<file path="src/verilog/clock_strap_params.svh">
// constants for the clock strap latch
`ifndef CLOCK_STRAP_PARAMS_SVH
`define CLOCK_STRAP_PARAMS_SVH
`define STRAP_LATCH_OFFSET 12'h17C
`define STRAP_LATCH_INDEX 8'h5F
`define CORE_MULT_OFFSET 12'h180
`define STRAP_PIN_LO 21
`define STRAP_PIN_HI 26
`define CORE_MULT_PIN 40
`define SYNTH_SEL_LO 3
`define SYNTH_SEL_HI 5
`define RESP_OKAY 2'h0
`define RESP_SLVERR 2'h2
`define PIN_COUNT 44
`endif

</file>
<file path="src/verilog/clock_strap_pkg.sv">
// types for the clock strap latch
package clock_strap_pkg;
   typedef enum logic [2:0] {
      freq_25, freq_33, freq_40, freq_50, freq_60, freq_66, freq_75, freq_80
   } host_freq_t;
   typedef enum logic {unity_multiplier_mode, double_multiplier_mode} core_mult_t;
endpackage

</file>
<file path="src/verilog/clock_strap_latch.sv">
// strap latch for host clock select and core multiplier, AXI4-Lite read port
// What this block does
// - the latch holds in bits 5..0 the levels of strap pins 26..21 in order, 7..6 reserved.
// - latch bits 5..3 from pins 26..24 drive the host clock synthesizer select.
// - select codes 000..111 pick 25, 33, 40, 50, 60, 66, 75 or 80 MHz host clock.
// - after reset the latch holds the sampled pin levels with no software write.
// - pin 40 low runs the core at one times host clock, high at two times.
// - strap pins 39..27 and 43..41 have no configuration function.
`timescale 1ns/100ps
`include "clock_strap_params.svh"
module clock_strap_latch #(
   parameter int ADDR_W = 12
) (
   // clock and reset
   input wire logic aclk,
   input wire logic aresetn,
   // board strap levels
   input wire logic [43:0] memory_data_strap_pins,
   // clock control outputs
   output logic [2:0] synth_freq_sel,
   output logic core_mult_double,
   // axi4-lite write
   input wire logic [ADDR_W-1:0] s_axi_awaddr,
   input wire logic s_axi_awvalid,
   output logic s_axi_awready,
   input wire logic [31:0] s_axi_wdata,
   input wire logic [3:0] s_axi_wstrb,
   input wire logic s_axi_wvalid,
   output logic s_axi_wready,
   output logic [1:0] s_axi_bresp,
   output logic s_axi_bvalid,
   input wire logic s_axi_bready,
   // axi4-lite read
   input wire logic [ADDR_W-1:0] s_axi_araddr,
   input wire logic s_axi_arvalid,
   output logic s_axi_arready,
   output logic [31:0] s_axi_rdata,
   output logic [1:0] s_axi_rresp,
   output logic s_axi_rvalid,
   input wire logic s_axi_rready
);
   logic [6:0] strap_q;
   logic [5:0] latch_bits;
   logic [7:0] latch_byte;
   clock_strap_pkg::core_mult_t core_mode;
   clock_strap_pkg::host_freq_t host_freq;

   // pins 39..27 and 43..41 are not wired anywhere: no function by design
   strap_capture #(.WIDTH(7)) u_capture (
      .aclk(aclk),
      .aresetn(aresetn),
      .strap_in({memory_data_strap_pins[`CORE_MULT_PIN],
                 memory_data_strap_pins[`STRAP_PIN_HI:`STRAP_PIN_LO]}),
      .strap_q(strap_q)
   );

   assign latch_bits = strap_q[5:0];
   assign latch_byte = {2'h0, latch_bits};
   assign host_freq = clock_strap_pkg::host_freq_t'(latch_bits[`SYNTH_SEL_HI:`SYNTH_SEL_LO]);
   assign core_mode = clock_strap_pkg::core_mult_t'(strap_q[6]);

   // registered clock controls
   logic [2:0] freq_reg, freq_next;
   logic mult_reg, mult_next;
   always_comb begin
      freq_next = host_freq;
      mult_next = (core_mode == clock_strap_pkg::double_multiplier_mode);
   end
   always_ff @(posedge aclk) begin
      if (!aresetn) begin
         freq_reg <= 3'h0;
         mult_reg <= 1'b0;
      end else begin
         freq_reg <= freq_next;
         mult_reg <= mult_next;
      end
   end
   assign synth_freq_sel = freq_reg;
   assign core_mult_double = mult_reg;

   function automatic logic addr_hit(input logic [ADDR_W-1:0] a, input logic [11:0] off);
      addr_hit = (a[ADDR_W-1:2] == off[ADDR_W-1:2]);
   endfunction

   // write channel: everything accepted, nothing stored
   logic aw_have_reg, aw_have_next, w_have_reg, w_have_next;
   logic bvalid_reg, bvalid_next;
   logic [1:0] bresp_reg, bresp_next;
   logic awaddr_ok_reg, awaddr_ok_next;
   logic aw_take, w_take;
   // readies are registered: a take needs the ready the master sees, not just a free slot
   logic awready_reg, wready_reg;
   always_comb begin
      aw_take = s_axi_awvalid && awready_reg;
      w_take = s_axi_wvalid && wready_reg;
      aw_have_next = aw_have_reg;
      w_have_next = w_have_reg;
      awaddr_ok_next = awaddr_ok_reg;
      bvalid_next = bvalid_reg;
      bresp_next = bresp_reg;
      if (aw_take) begin
         aw_have_next = 1'b1;
         awaddr_ok_next = addr_hit(s_axi_awaddr, `STRAP_LATCH_OFFSET) ||
                          addr_hit(s_axi_awaddr, `CORE_MULT_OFFSET);
      end
      if (w_take) begin
         w_have_next = 1'b1;
      end
      if (bvalid_reg && s_axi_bready) begin
         bvalid_next = 1'b0;
      end else if (aw_have_reg && w_have_reg) begin
         // read-only map: a mapped write is OKAY but dropped
         bvalid_next = 1'b1;
         bresp_next = awaddr_ok_reg ? `RESP_OKAY : `RESP_SLVERR;
         aw_have_next = 1'b0;
         w_have_next = 1'b0;
      end
   end
   always_ff @(posedge aclk) begin
      if (!aresetn) begin
         aw_have_reg <= 1'b0;
         w_have_reg <= 1'b0;
         awaddr_ok_reg <= 1'b0;
         bvalid_reg <= 1'b0;
         bresp_reg <= 2'h0;
      end else begin
         aw_have_reg <= aw_have_next;
         w_have_reg <= w_have_next;
         awaddr_ok_reg <= awaddr_ok_next;
         bvalid_reg <= bvalid_next;
         bresp_reg <= bresp_next;
      end
   end

   // ready as registered outputs: high while the slot is free and no write response is pending
   always_ff @(posedge aclk) begin
      if (!aresetn) begin
         awready_reg <= 1'b0;
         wready_reg <= 1'b0;
      end else begin
         awready_reg <= !aw_have_next && !bvalid_next;
         wready_reg <= !w_have_next && !bvalid_next;
      end
   end
   assign s_axi_awready = awready_reg;
   assign s_axi_wready = wready_reg;
   assign s_axi_bvalid = bvalid_reg;
   assign s_axi_bresp = bresp_reg;

   // read channel
   logic rvalid_reg, rvalid_next, arready_reg, arready_next;
   logic [31:0] rdata_reg, rdata_next;
   logic [1:0] rresp_reg, rresp_next;
   always_comb begin
      rvalid_next = rvalid_reg;
      rdata_next = rdata_reg;
      rresp_next = rresp_reg;
      if (rvalid_reg && s_axi_rready) begin
         rvalid_next = 1'b0;
      end else if (s_axi_arvalid && arready_reg) begin
         rvalid_next = 1'b1;
         rresp_next = `RESP_OKAY;
         if (addr_hit(s_axi_araddr, `STRAP_LATCH_OFFSET)) begin
            rdata_next = {24'h000000, latch_byte};
         end else if (addr_hit(s_axi_araddr, `CORE_MULT_OFFSET)) begin
            rdata_next = {31'h00000000, strap_q[6]};
         end else begin
            rdata_next = 32'h00000000;
            rresp_next = `RESP_SLVERR;
         end
      end
      arready_next = !rvalid_next;
   end
   always_ff @(posedge aclk) begin
      if (!aresetn) begin
         rvalid_reg <= 1'b0;
         rdata_reg <= 32'h00000000;
         rresp_reg <= 2'h0;
         arready_reg <= 1'b0;
      end else begin
         rvalid_reg <= rvalid_next;
         rdata_reg <= rdata_next;
         rresp_reg <= rresp_next;
         arready_reg <= arready_next;
      end
   end
   assign s_axi_arready = arready_reg;
   assign s_axi_rvalid = rvalid_reg;
   assign s_axi_rdata = rdata_reg;
   assign s_axi_rresp = rresp_reg;
endmodule

</file>
<file path="src/verilog/strap_capture.sv">
// captures strap levels while system reset is held, frozen after release
`timescale 1ns/100ps
module strap_capture #(
   parameter int WIDTH = 7
) (
   // clock and reset
   input wire logic aclk,
   input wire logic aresetn,
   // levels in, held value out
   input wire logic [WIDTH-1:0] strap_in,
   output logic [WIDTH-1:0] strap_q
);
   logic [WIDTH-1:0] strap_reg;
   logic [WIDTH-1:0] strap_next;

   // a sync reset lets us sample pins during reset without loading a port async
   always_comb begin
      strap_next = strap_reg;
      if (!aresetn) begin
         strap_next = strap_in;
      end
   end

   always_ff @(posedge aclk) begin
      strap_reg <= strap_next;
   end

   assign strap_q = strap_reg;
endmodule

</file>
<file path="config.mk">
export PLATFORM = sky130hd
export DESIGN_NAME = clock_strap_latch
export DESIGN_NICKNAME = d
export VERILOG_FILES = /design/src/verilog/clock_strap_pkg.sv /design/src/verilog/clock_strap_latch.sv /design/src/verilog/strap_capture.sv
export VERILOG_INCLUDE_DIRS = /design/src /design/src/verilog
export SDC_FILE = /design/constraint.sdc
export NUM_CORES = 1
export LEC_CHECK = 0
export CAP_MARGIN = 5
export CORE_AREA = 2 2 60 62
export DETAILED_ROUTE_END_ITERATION = 10
export DIE_AREA = 0 0 62 64
export DONT_BUFFER_PORTS = 1
export GPL_TIMING_DRIVEN = 0
export HOLD_SLACK_MARGIN = 0.02
export PLACE_DENSITY = 0.47
export SLEW_MARGIN = 5
export SYNTH_ARGS = -nofsm -noshare
export SYNTH_HDL_FRONTEND = slang
export SYNTH_SLANG_ARGS = --single-unit
</file>
<file path="constraint.sdc">
create_clock -name aclk -period 2.75 [get_ports aclk]
set_input_delay 0.4125 -clock aclk [delete_from_list [all_inputs] [get_ports aclk]]
set_output_delay 0.4125 -clock aclk [all_outputs]
set_load 0.03 [all_outputs]
</file>
======== Word level (Yosys, flattened, before mapping) ========
Index checks and enable logic that the tools add are counted.
Widths: inputs -> output; s select.
word-level totals
  flip-flop bits (word level) ............. 55
  input port bits ......................... 111
operators by class
  eq/ne operators ......................... 4
  bitwise gates (word level) .............. 2
  reductions and logical operators ........ 15
  multiplexer cells ....................... 15
operators with widths
  kind                 number
  $eq 10x7->1 const B  4
  $mux 1               11
  $logic_and 1x1->1    8
  $mux 2               3
  $mux 6               1
  $logic_not 1->1      4
  $reduce_and 2->1     2
  $not 1->1            2
  $logic_or 1x1->1     1

======== Longest topological paths before layout ========
Gate-level depths: netlist (run 1).
  depth in word-level cells ............... 6
  depth in mapped cells ................... 4

======== Hierarchy ========
From an unflattened synthesis (run 1), not the netlist that was laid out.
unflattened totals
  cells, all modules ...................... 116
  area total of the unflattened synthesis .. 1194.9 µm²
by module, submodules not included
  module             sequential area each (µm²)  cells each  times used  area an instance (µm²)
  clock_strap_latch  400.4                       108         1           980.9
  strap_capture      210.2                       8           1           214.0

======== Worst setup path after synthesis (run 1) ========
Ideal clock, no wire load.
  path type ............................... input to register
  from .................................... input port s_axi_araddr[9]
  to ...................................... register rdata_reg[3] (netlist: s_axi_rdata[3])
  setup slack ............................. 1265 ps
  data required time ...................... 2690 ps
  stages on the path ...................... 4
  library setup time ...................... 60 ps
  arrival time ............................ 1425 ps
  buffers on the path ..................... 0
  path through ............................ or4b_4 -> a211oi_4 -> and2_4 -> a22o_1
on the way
  longest elaborated chain between the ends .. 2
ends and longest elaborated chain
  what                  RTL line                  source
  start, declared       clock_strap_latch.sv:34   input wire logic [ADDR_W-1:0] s_axi_araddr,
  $eq 10x7->1           clock_strap_latch.sv:82   addr_hit = (a[ADDR_W-1:2] == off[ADDR_W-1:2]);
  $mux 6                clock_strap_latch.sv:163  if (addr_hit(s_axi_araddr, `STRAP_LATCH_OFFSET)) begin
  end signal, assigned  clock_strap_latch.sv:182  rdata_reg <= rdata_next;
  end, declared         clock_strap_latch.sv:152  logic [31:0] rdata_reg, rdata_next;
No other way between the ends.
A chain may end at the register's enable or synchronous reset.

======== Worst setup path in the final report (run 1) ========
  from .................................... register arready_reg (netlist: s_axi_arready)
  to ...................................... register rdata_reg[5] (netlist: s_axi_rdata[5])
on the way
  longest elaborated chain between the ends .. 2
ends and longest elaborated chain
  what                               RTL line                  source
  start, declared                    clock_strap_latch.sv:151  logic rvalid_reg, rvalid_next, arready_reg, arready_next;
  start signal, assigned             clock_strap_latch.sv:184  arready_reg <= arready_next;
  $logic_and 1x1->1                  clock_strap_latch.sv:160  end else if (s_axi_arvalid && arready_reg) begin
  $reduce_and 2->1 (no source line)  -
No other way between the ends.

==> metrics, run 1 <==
CP Data Required Time=between 2 and 3 ns; sequential area share after synthesis=around half; initial antenna violation count=0; Synthesis Warnings=0; vias=790; final setup fails=0; All-Layer GR Usage=10.6%; wire length per cell=~11 microns; FF-to-FF Start=s_axi_arready; diode count=0; FMAX=0.639 GHz; Post-synth EDFFs=7; synthesized cell area=0.00119 sq mm; Setup CP Type=reg -> reg; Post-CTS Setup Bufs=0; Final ANT Viol Nets=0; Initial DRT Pass Iterations=4; RR Endpoint=s_axi_rdata[5]; Synth Flop Type=dfxtp_1; GP Congestion=0.639; RSZ-0062 raised after global routing=false; first-pass GRT wire length=3130 microns; I/O Buffers=0; Core Region=roughly 0.0033 sq mm; cts repair resizes=0; Hold Path Depth=0; CTS buffer count=3; hpwl dp=1760 microns; clk slew on worst S/H paths=0.13 ns; R2R setup slack=1.18 ns; Initial DRC Count=19; setup_tns=0 ns; CTS root buf=clkbuf_4; Final min period=1.57 ns; design area=0.00138 sq mm; Synth cell types=34; Die Ht=64 microns; hold endpoint=u_capture.strap_q[2]; Post-synth top cells=buf_4 (28), dfxtp_1 (20), nand2_1 (9), edfxtp_1 (7), nor2_1 (7); max-slew violations=0; Startpoint Class=flop; Initial Util=36.3%; status=complete, no violations; hold-fix buffers at CTS=0; CP Capture Type=flop; R2R depth=4; WL final=between 2000 and 2500 microns; FF+latch count, synth=27; fraction of registers with async set/reset=0%; # clock sinks=27; fin nets=257; count leader, synth=buf_4; period utilisation layout=between 50% and 60%; Largest register FFs=7; IO Count=about 160; worst vdd ir=0.000310 V; arrival time of the worst setup path=1.79 ns; Synth top area share=33.6%; Final Instance Count excl. Fillers=191; DP Area=0.00135 sq mm; Syn Area/Cell=10.5 sq um; largest net degree at the start of global routing=15; worst min path class=in -> reg; worst hold start=memory_data_strap_pins[23]; clk_lat worst skew=0.31 ns; CTS tree=built; final-report hold violation count=0; Fillers=between 300 and 400; Congestion Overflow GR=0; Syn Inst Count=roughly 110; main area contributors after synthesis=dfxtp_1 (34%), buf_4 (18%), edfxtp_1 (18%); leakage dissipation=0.623 nW; vias in the first global route=761; # rows=21; H-Tree Depth=1; die area=between 0.003 and 0.004 sq mm; die width=62 microns; clock tree buffer depth=2; Layout Area Growth over Synthesis=15.5%; DR DRC count=0; Inst Count DP=187; layout cells sized above 1=between 20% and 30%; clk_skew=0.00349 ns; top cell type by total area after synthesis=dfxtp_1; Vias/cell=4.14; crit-path max FO=4; max-cap check violation count=0; Pwr per Cell Area=535 mW/mm^2
[where the power goes]
part	switching (mW)	internal, mW	total, mW	leakage [nW]
Combinational	0.0738	0.0403	0.114	0.375
Sequential	0.0322	0.430	0.462	0.232
Clock	0.105	0.0566	0.162	0.0150
[cell usage in the layout (no fill, tap or decap), types with 2 or more instances in the layout]
master     n
a22o_1     4
and3_1     2
nand2_1    9
clkbuf_1   2
o21ai_1    2
nor2_1     7
dfxtp_1   20
nand2b_1   2
conb_1    28
o22ai_1    2
and2_1     5
a21oi_1    4
clkbuf_4   3
edfxtp_1   7
buf_4     28
[cells by family (layout without fill, tap and decap cells)]
| group | Yosys count | count (layout) | synth area share (%) |
|---|---|---|---|
| AOI/OAI and AO/OA | 18 | 18 | 11.8 |
| buffers and inverters | 31 | 35 | 18.6 |
| muxes | 1 | 1 | 0.839 |
| and+or+nand+nor | 36 | 36 | 17.3 |
| other | 1 | 28 | 0.314 |
| DFF | 27 | 27 | 51.2 |
[layer usage]
metal  up-vias  global-route usage, %  wire, microns
li1        401                      -              -
met1       334                   11.5            771
met2        55                   17.6            970
met3         0                   6.48            384
met4         0                   1.60              0
met5         -                      0              0
[worst max-delay path by stage]
stage,from,endpoint,slack [ns]
4_1_cts,s_axi_arready,s_axi_rdata[5],1.17
6_report,s_axi_arready,s_axi_rdata[5],1.18
5_1_grt,s_axi_arready,s_axi_rdata[5],1.07
3_3_place_gp,s_axi_araddr[9],s_axi_rdata[5],1.20
3_5_place_dp,s_axi_araddr[9],s_axi_rdata[5],1.18
2_1_floorplan,s_axi_araddr[9],s_axi_rdata[3],1.27
[worst max-delay path: stages, from the launching register on]
cell and delay [ns]:
dfxtp_1 0.53, nand2_1 0.19, a21oi_1 0.34, nor2_1 0.16, a22o_1 0.25
[cell type report]
type / instances / area, sq um / share of cell area (%)
Sequential cell: 27 / 611 / 44.3
Tap cell: 46 / 57.6 / 4.18
Clock buffer: 4 / 26.3 / 1.91
Inverter: 2 / 7.51 / 0.545
Multi-Input combinational cell: 83 / 462 / 33.5
Buffer: 29 / 214 / 15.5
[metrics by stage]
stage | hold WS [ns] | power (mW) | util [%] | setup slack, ns
floorplan | 0.413 | 0.574 | - | 1.27
global placement | 0.421 | 0.582 | 41.1 | 1.20
detailed placement | 0.440 | 0.583 | 41.1 | 1.18
CTS | 0.172 | 0.744 | 41.9 | 1.17
global route | 0.155 | 0.771 | 41.9 | 1.07
finish | 0.189 | 0.737 | 41.9 | 1.18
(Power assumes the default switching activity.)
==> run 2, diff against run 1 <==
==> constraint.sdc (replaced) <==
create_clock -name aclk -period 1.62 [get_ports aclk]
set_input_delay 0.243 -clock aclk [delete_from_list [all_inputs] [get_ports aclk]]
set_output_delay 0.243 -clock aclk [all_outputs]
set_load 0.03 [all_outputs]
==> metrics, run 2 (same netlist as run 1, synthesis figures left out) <==
die width=62 microns (unchanged); R2R setup slack=0.16 ns (was 1.18 ns); FF-to-FF Start=s_axi_arready (unchanged); GP Congestion=0.639 (unchanged); relative slew slack=66.6%; DR DRC count=0 (unchanged); final-report hold violation count=0 (unchanged); crit path capture=s_axi_rdata[5] (unchanged); Vias/cell=4.16 (was 4.14); Crit. Startpoint=s_axi_arready (unchanged); # clock sinks=27 (unchanged); FMAX=0.684 GHz (was 0.639 GHz); largest net degree at the start of global routing=15 (unchanged); max-slew violations=0 (unchanged); CP Capture Type=flop (unchanged); clock tree buffer depth=2 (unchanged); vias=823 (was 790); Min Hold Slack=0.0834 ns (was 0.189 ns); die area=0.00397 sq mm (unchanged); Slew @ Worst Pin=0.500 ns; met2 Use GR=18.5% (was 17.6%); max-cap check violation count=0 (unchanged); RR Endpoint=s_axi_rdata[5] (unchanged); CTS tree=built (unchanged); first-pass GRT wire length=3170 microns (was 3130 microns); Initial DRT Pass Iterations=4 (unchanged); met3 Usage GRT=5.67% (was 6.48%); setup_tns=0 ns (unchanged); hpwl dp=1760 microns (unchanged); crit-path max FO=4 (unchanged); I/O Buffers=0 (unchanged); Layout Area Growth over Synthesis=21.7% (was 15.5%); commonest non-fill, non-tap cells in the layout=buf_4 (28), conb_1 (28), dfxtp_1 (20) (unchanged); initial antenna violation count=0 (unchanged); Post-CTS Setup Bufs=0 (unchanged); Pwr per Cell Area=872 mW/mm^2 (was 535 mW/mm^2); Core Region=0.00328 sq mm (unchanged); worst min path class=in -> reg (unchanged); All-Layer GR Usage=10.7% (was 10.6%); met1 GRT Util=11.4% (was 11.5%); CTS buffer count=3 (unchanged); Initial DRC Count=7 (was 19); arrival time of the worst setup path=1.68 ns (was 1.79 ns); H-Tree Depth=1 (unchanged); layout cells sized above 1=25.0% (was 25.5%); CP Data Required Time=1.84 ns (was 2.97 ns); Final Util=44.2% (was 41.9%); RSZ-0062 raised after global routing=false (unchanged); Die Ht=64 microns (unchanged); Initial Util=36.3% (unchanged); footprint of the multi-input gates=465 sq um (was 462 sq um); Fillers=328 (was 331); clk slew on worst S/H paths=0.13 ns (about the same); GR peak layer=met2 (unchanged); R2R depth=4 (unchanged); IO Count=156 (unchanged); Congestion Overflow GR=0 (unchanged); Setup CP Type=reg -> reg (unchanged); register area=611 sq um (unchanged); Startpoint Class=flop (unchanged); Largest register FFs=7 (unchanged); Final min period=1.46 ns (was 1.57 ns); CTS root buf=clkbuf_4 (unchanged); final setup fails=0 (unchanged); Final ANT Viol Nets=0 (unchanged); clk_skew=0.00190 ns (was 0.00349 ns); worst vdd ir=0.000533 V (was 0.000310 V); diode count=0 (unchanged); fin nets=264 (was 257); wire length per cell=11.0 microns (was 11.1 microns); clk_lat worst skew=0.31 ns (about the same); status=complete, no violations (unchanged); # rows=21 (unchanged); WL final=2180 microns (was 2130 microns); leakage dissipation=0.652 nW (was 0.623 nW); vias in the first global route=791 (was 761); period utilisation layout=90.3% (was 56.9%)
[run 2: power breakdown]
part	switching [mW]	total [mW]	internal, mW
combinational	0.128	0.208	0.0799
clock	0.177	0.273	0.0961
sequential	0.0550	0.784	0.729
total	0.361	1.27	0.905
[run 2: layout make-up]
type	instances	share of cell area (%)
timing repair buffer	7	4.83
multi-input combinational	83	32.1
buffer	29	14.7
tap	46	3.97
sequential	27	42.1
clock buffer	4	1.81
inverter	2	0.517
[run 2: timing repair]
item / in CTS / in global routing
hold buffers: 7 / 0
gates resized for setup: 0 / 1
hold endpoints to repair: 7 / 0
setup endpoints to repair: 0 / 4
[run 2: metal layers]
layer	wire length, microns	part of all wire [%]
met1	802	37
met2	1030	47
met3	355	16
met4	0	0
met5	0	0
[run 2: critical path, stage by stage (launching register included)]
cell     delay, ns
dfxtp_1       0.53
nand2_1       0.21
a21oi_2       0.25
nor2_1        0.13
a22o_1        0.24
[run 2: worst min-delay path by stage]
| stage | slack, ns | cells past startpoint | endpoint | start |
|---|---|---|---|---|
| 2_1_floorplan | 0.34 | 0 | u_capture.strap_q[0] | memory_data_strap_pins[21] |
| 4_1_cts | 0.07 | 2 | w_have_reg | aresetn |
| 3_5_place_dp | 0.34 | 0 | u_capture.strap_q[3] | memory_data_strap_pins[24] |
| 6_report | 0.08 | 1 | s_axi_rdata[0] | aresetn |
| 5_1_grt | 0.07 | 2 | aw_have_reg | aresetn |
| 3_3_place_gp | 0.34 | 0 | u_capture.strap_q[5] | memory_data_strap_pins[26] |
[run 2: stage by stage]
step / instances / instance area (sq um) / setup WS [ns] / total power [mW]
after global routing: 198 / 1450 / 0.0732 / 1.32
after CTS: 198 / 1450 / 0.0418 / 1.28
after global placement: 187 / 1350 / 0.101 / 0.988
after floorplan: 141 / 1290 / 0.270 / 0.975
after detailed placement: 187 / 1350 / 0.0626 / 0.990
final: 198 / 1450 / 0.157 / 1.27
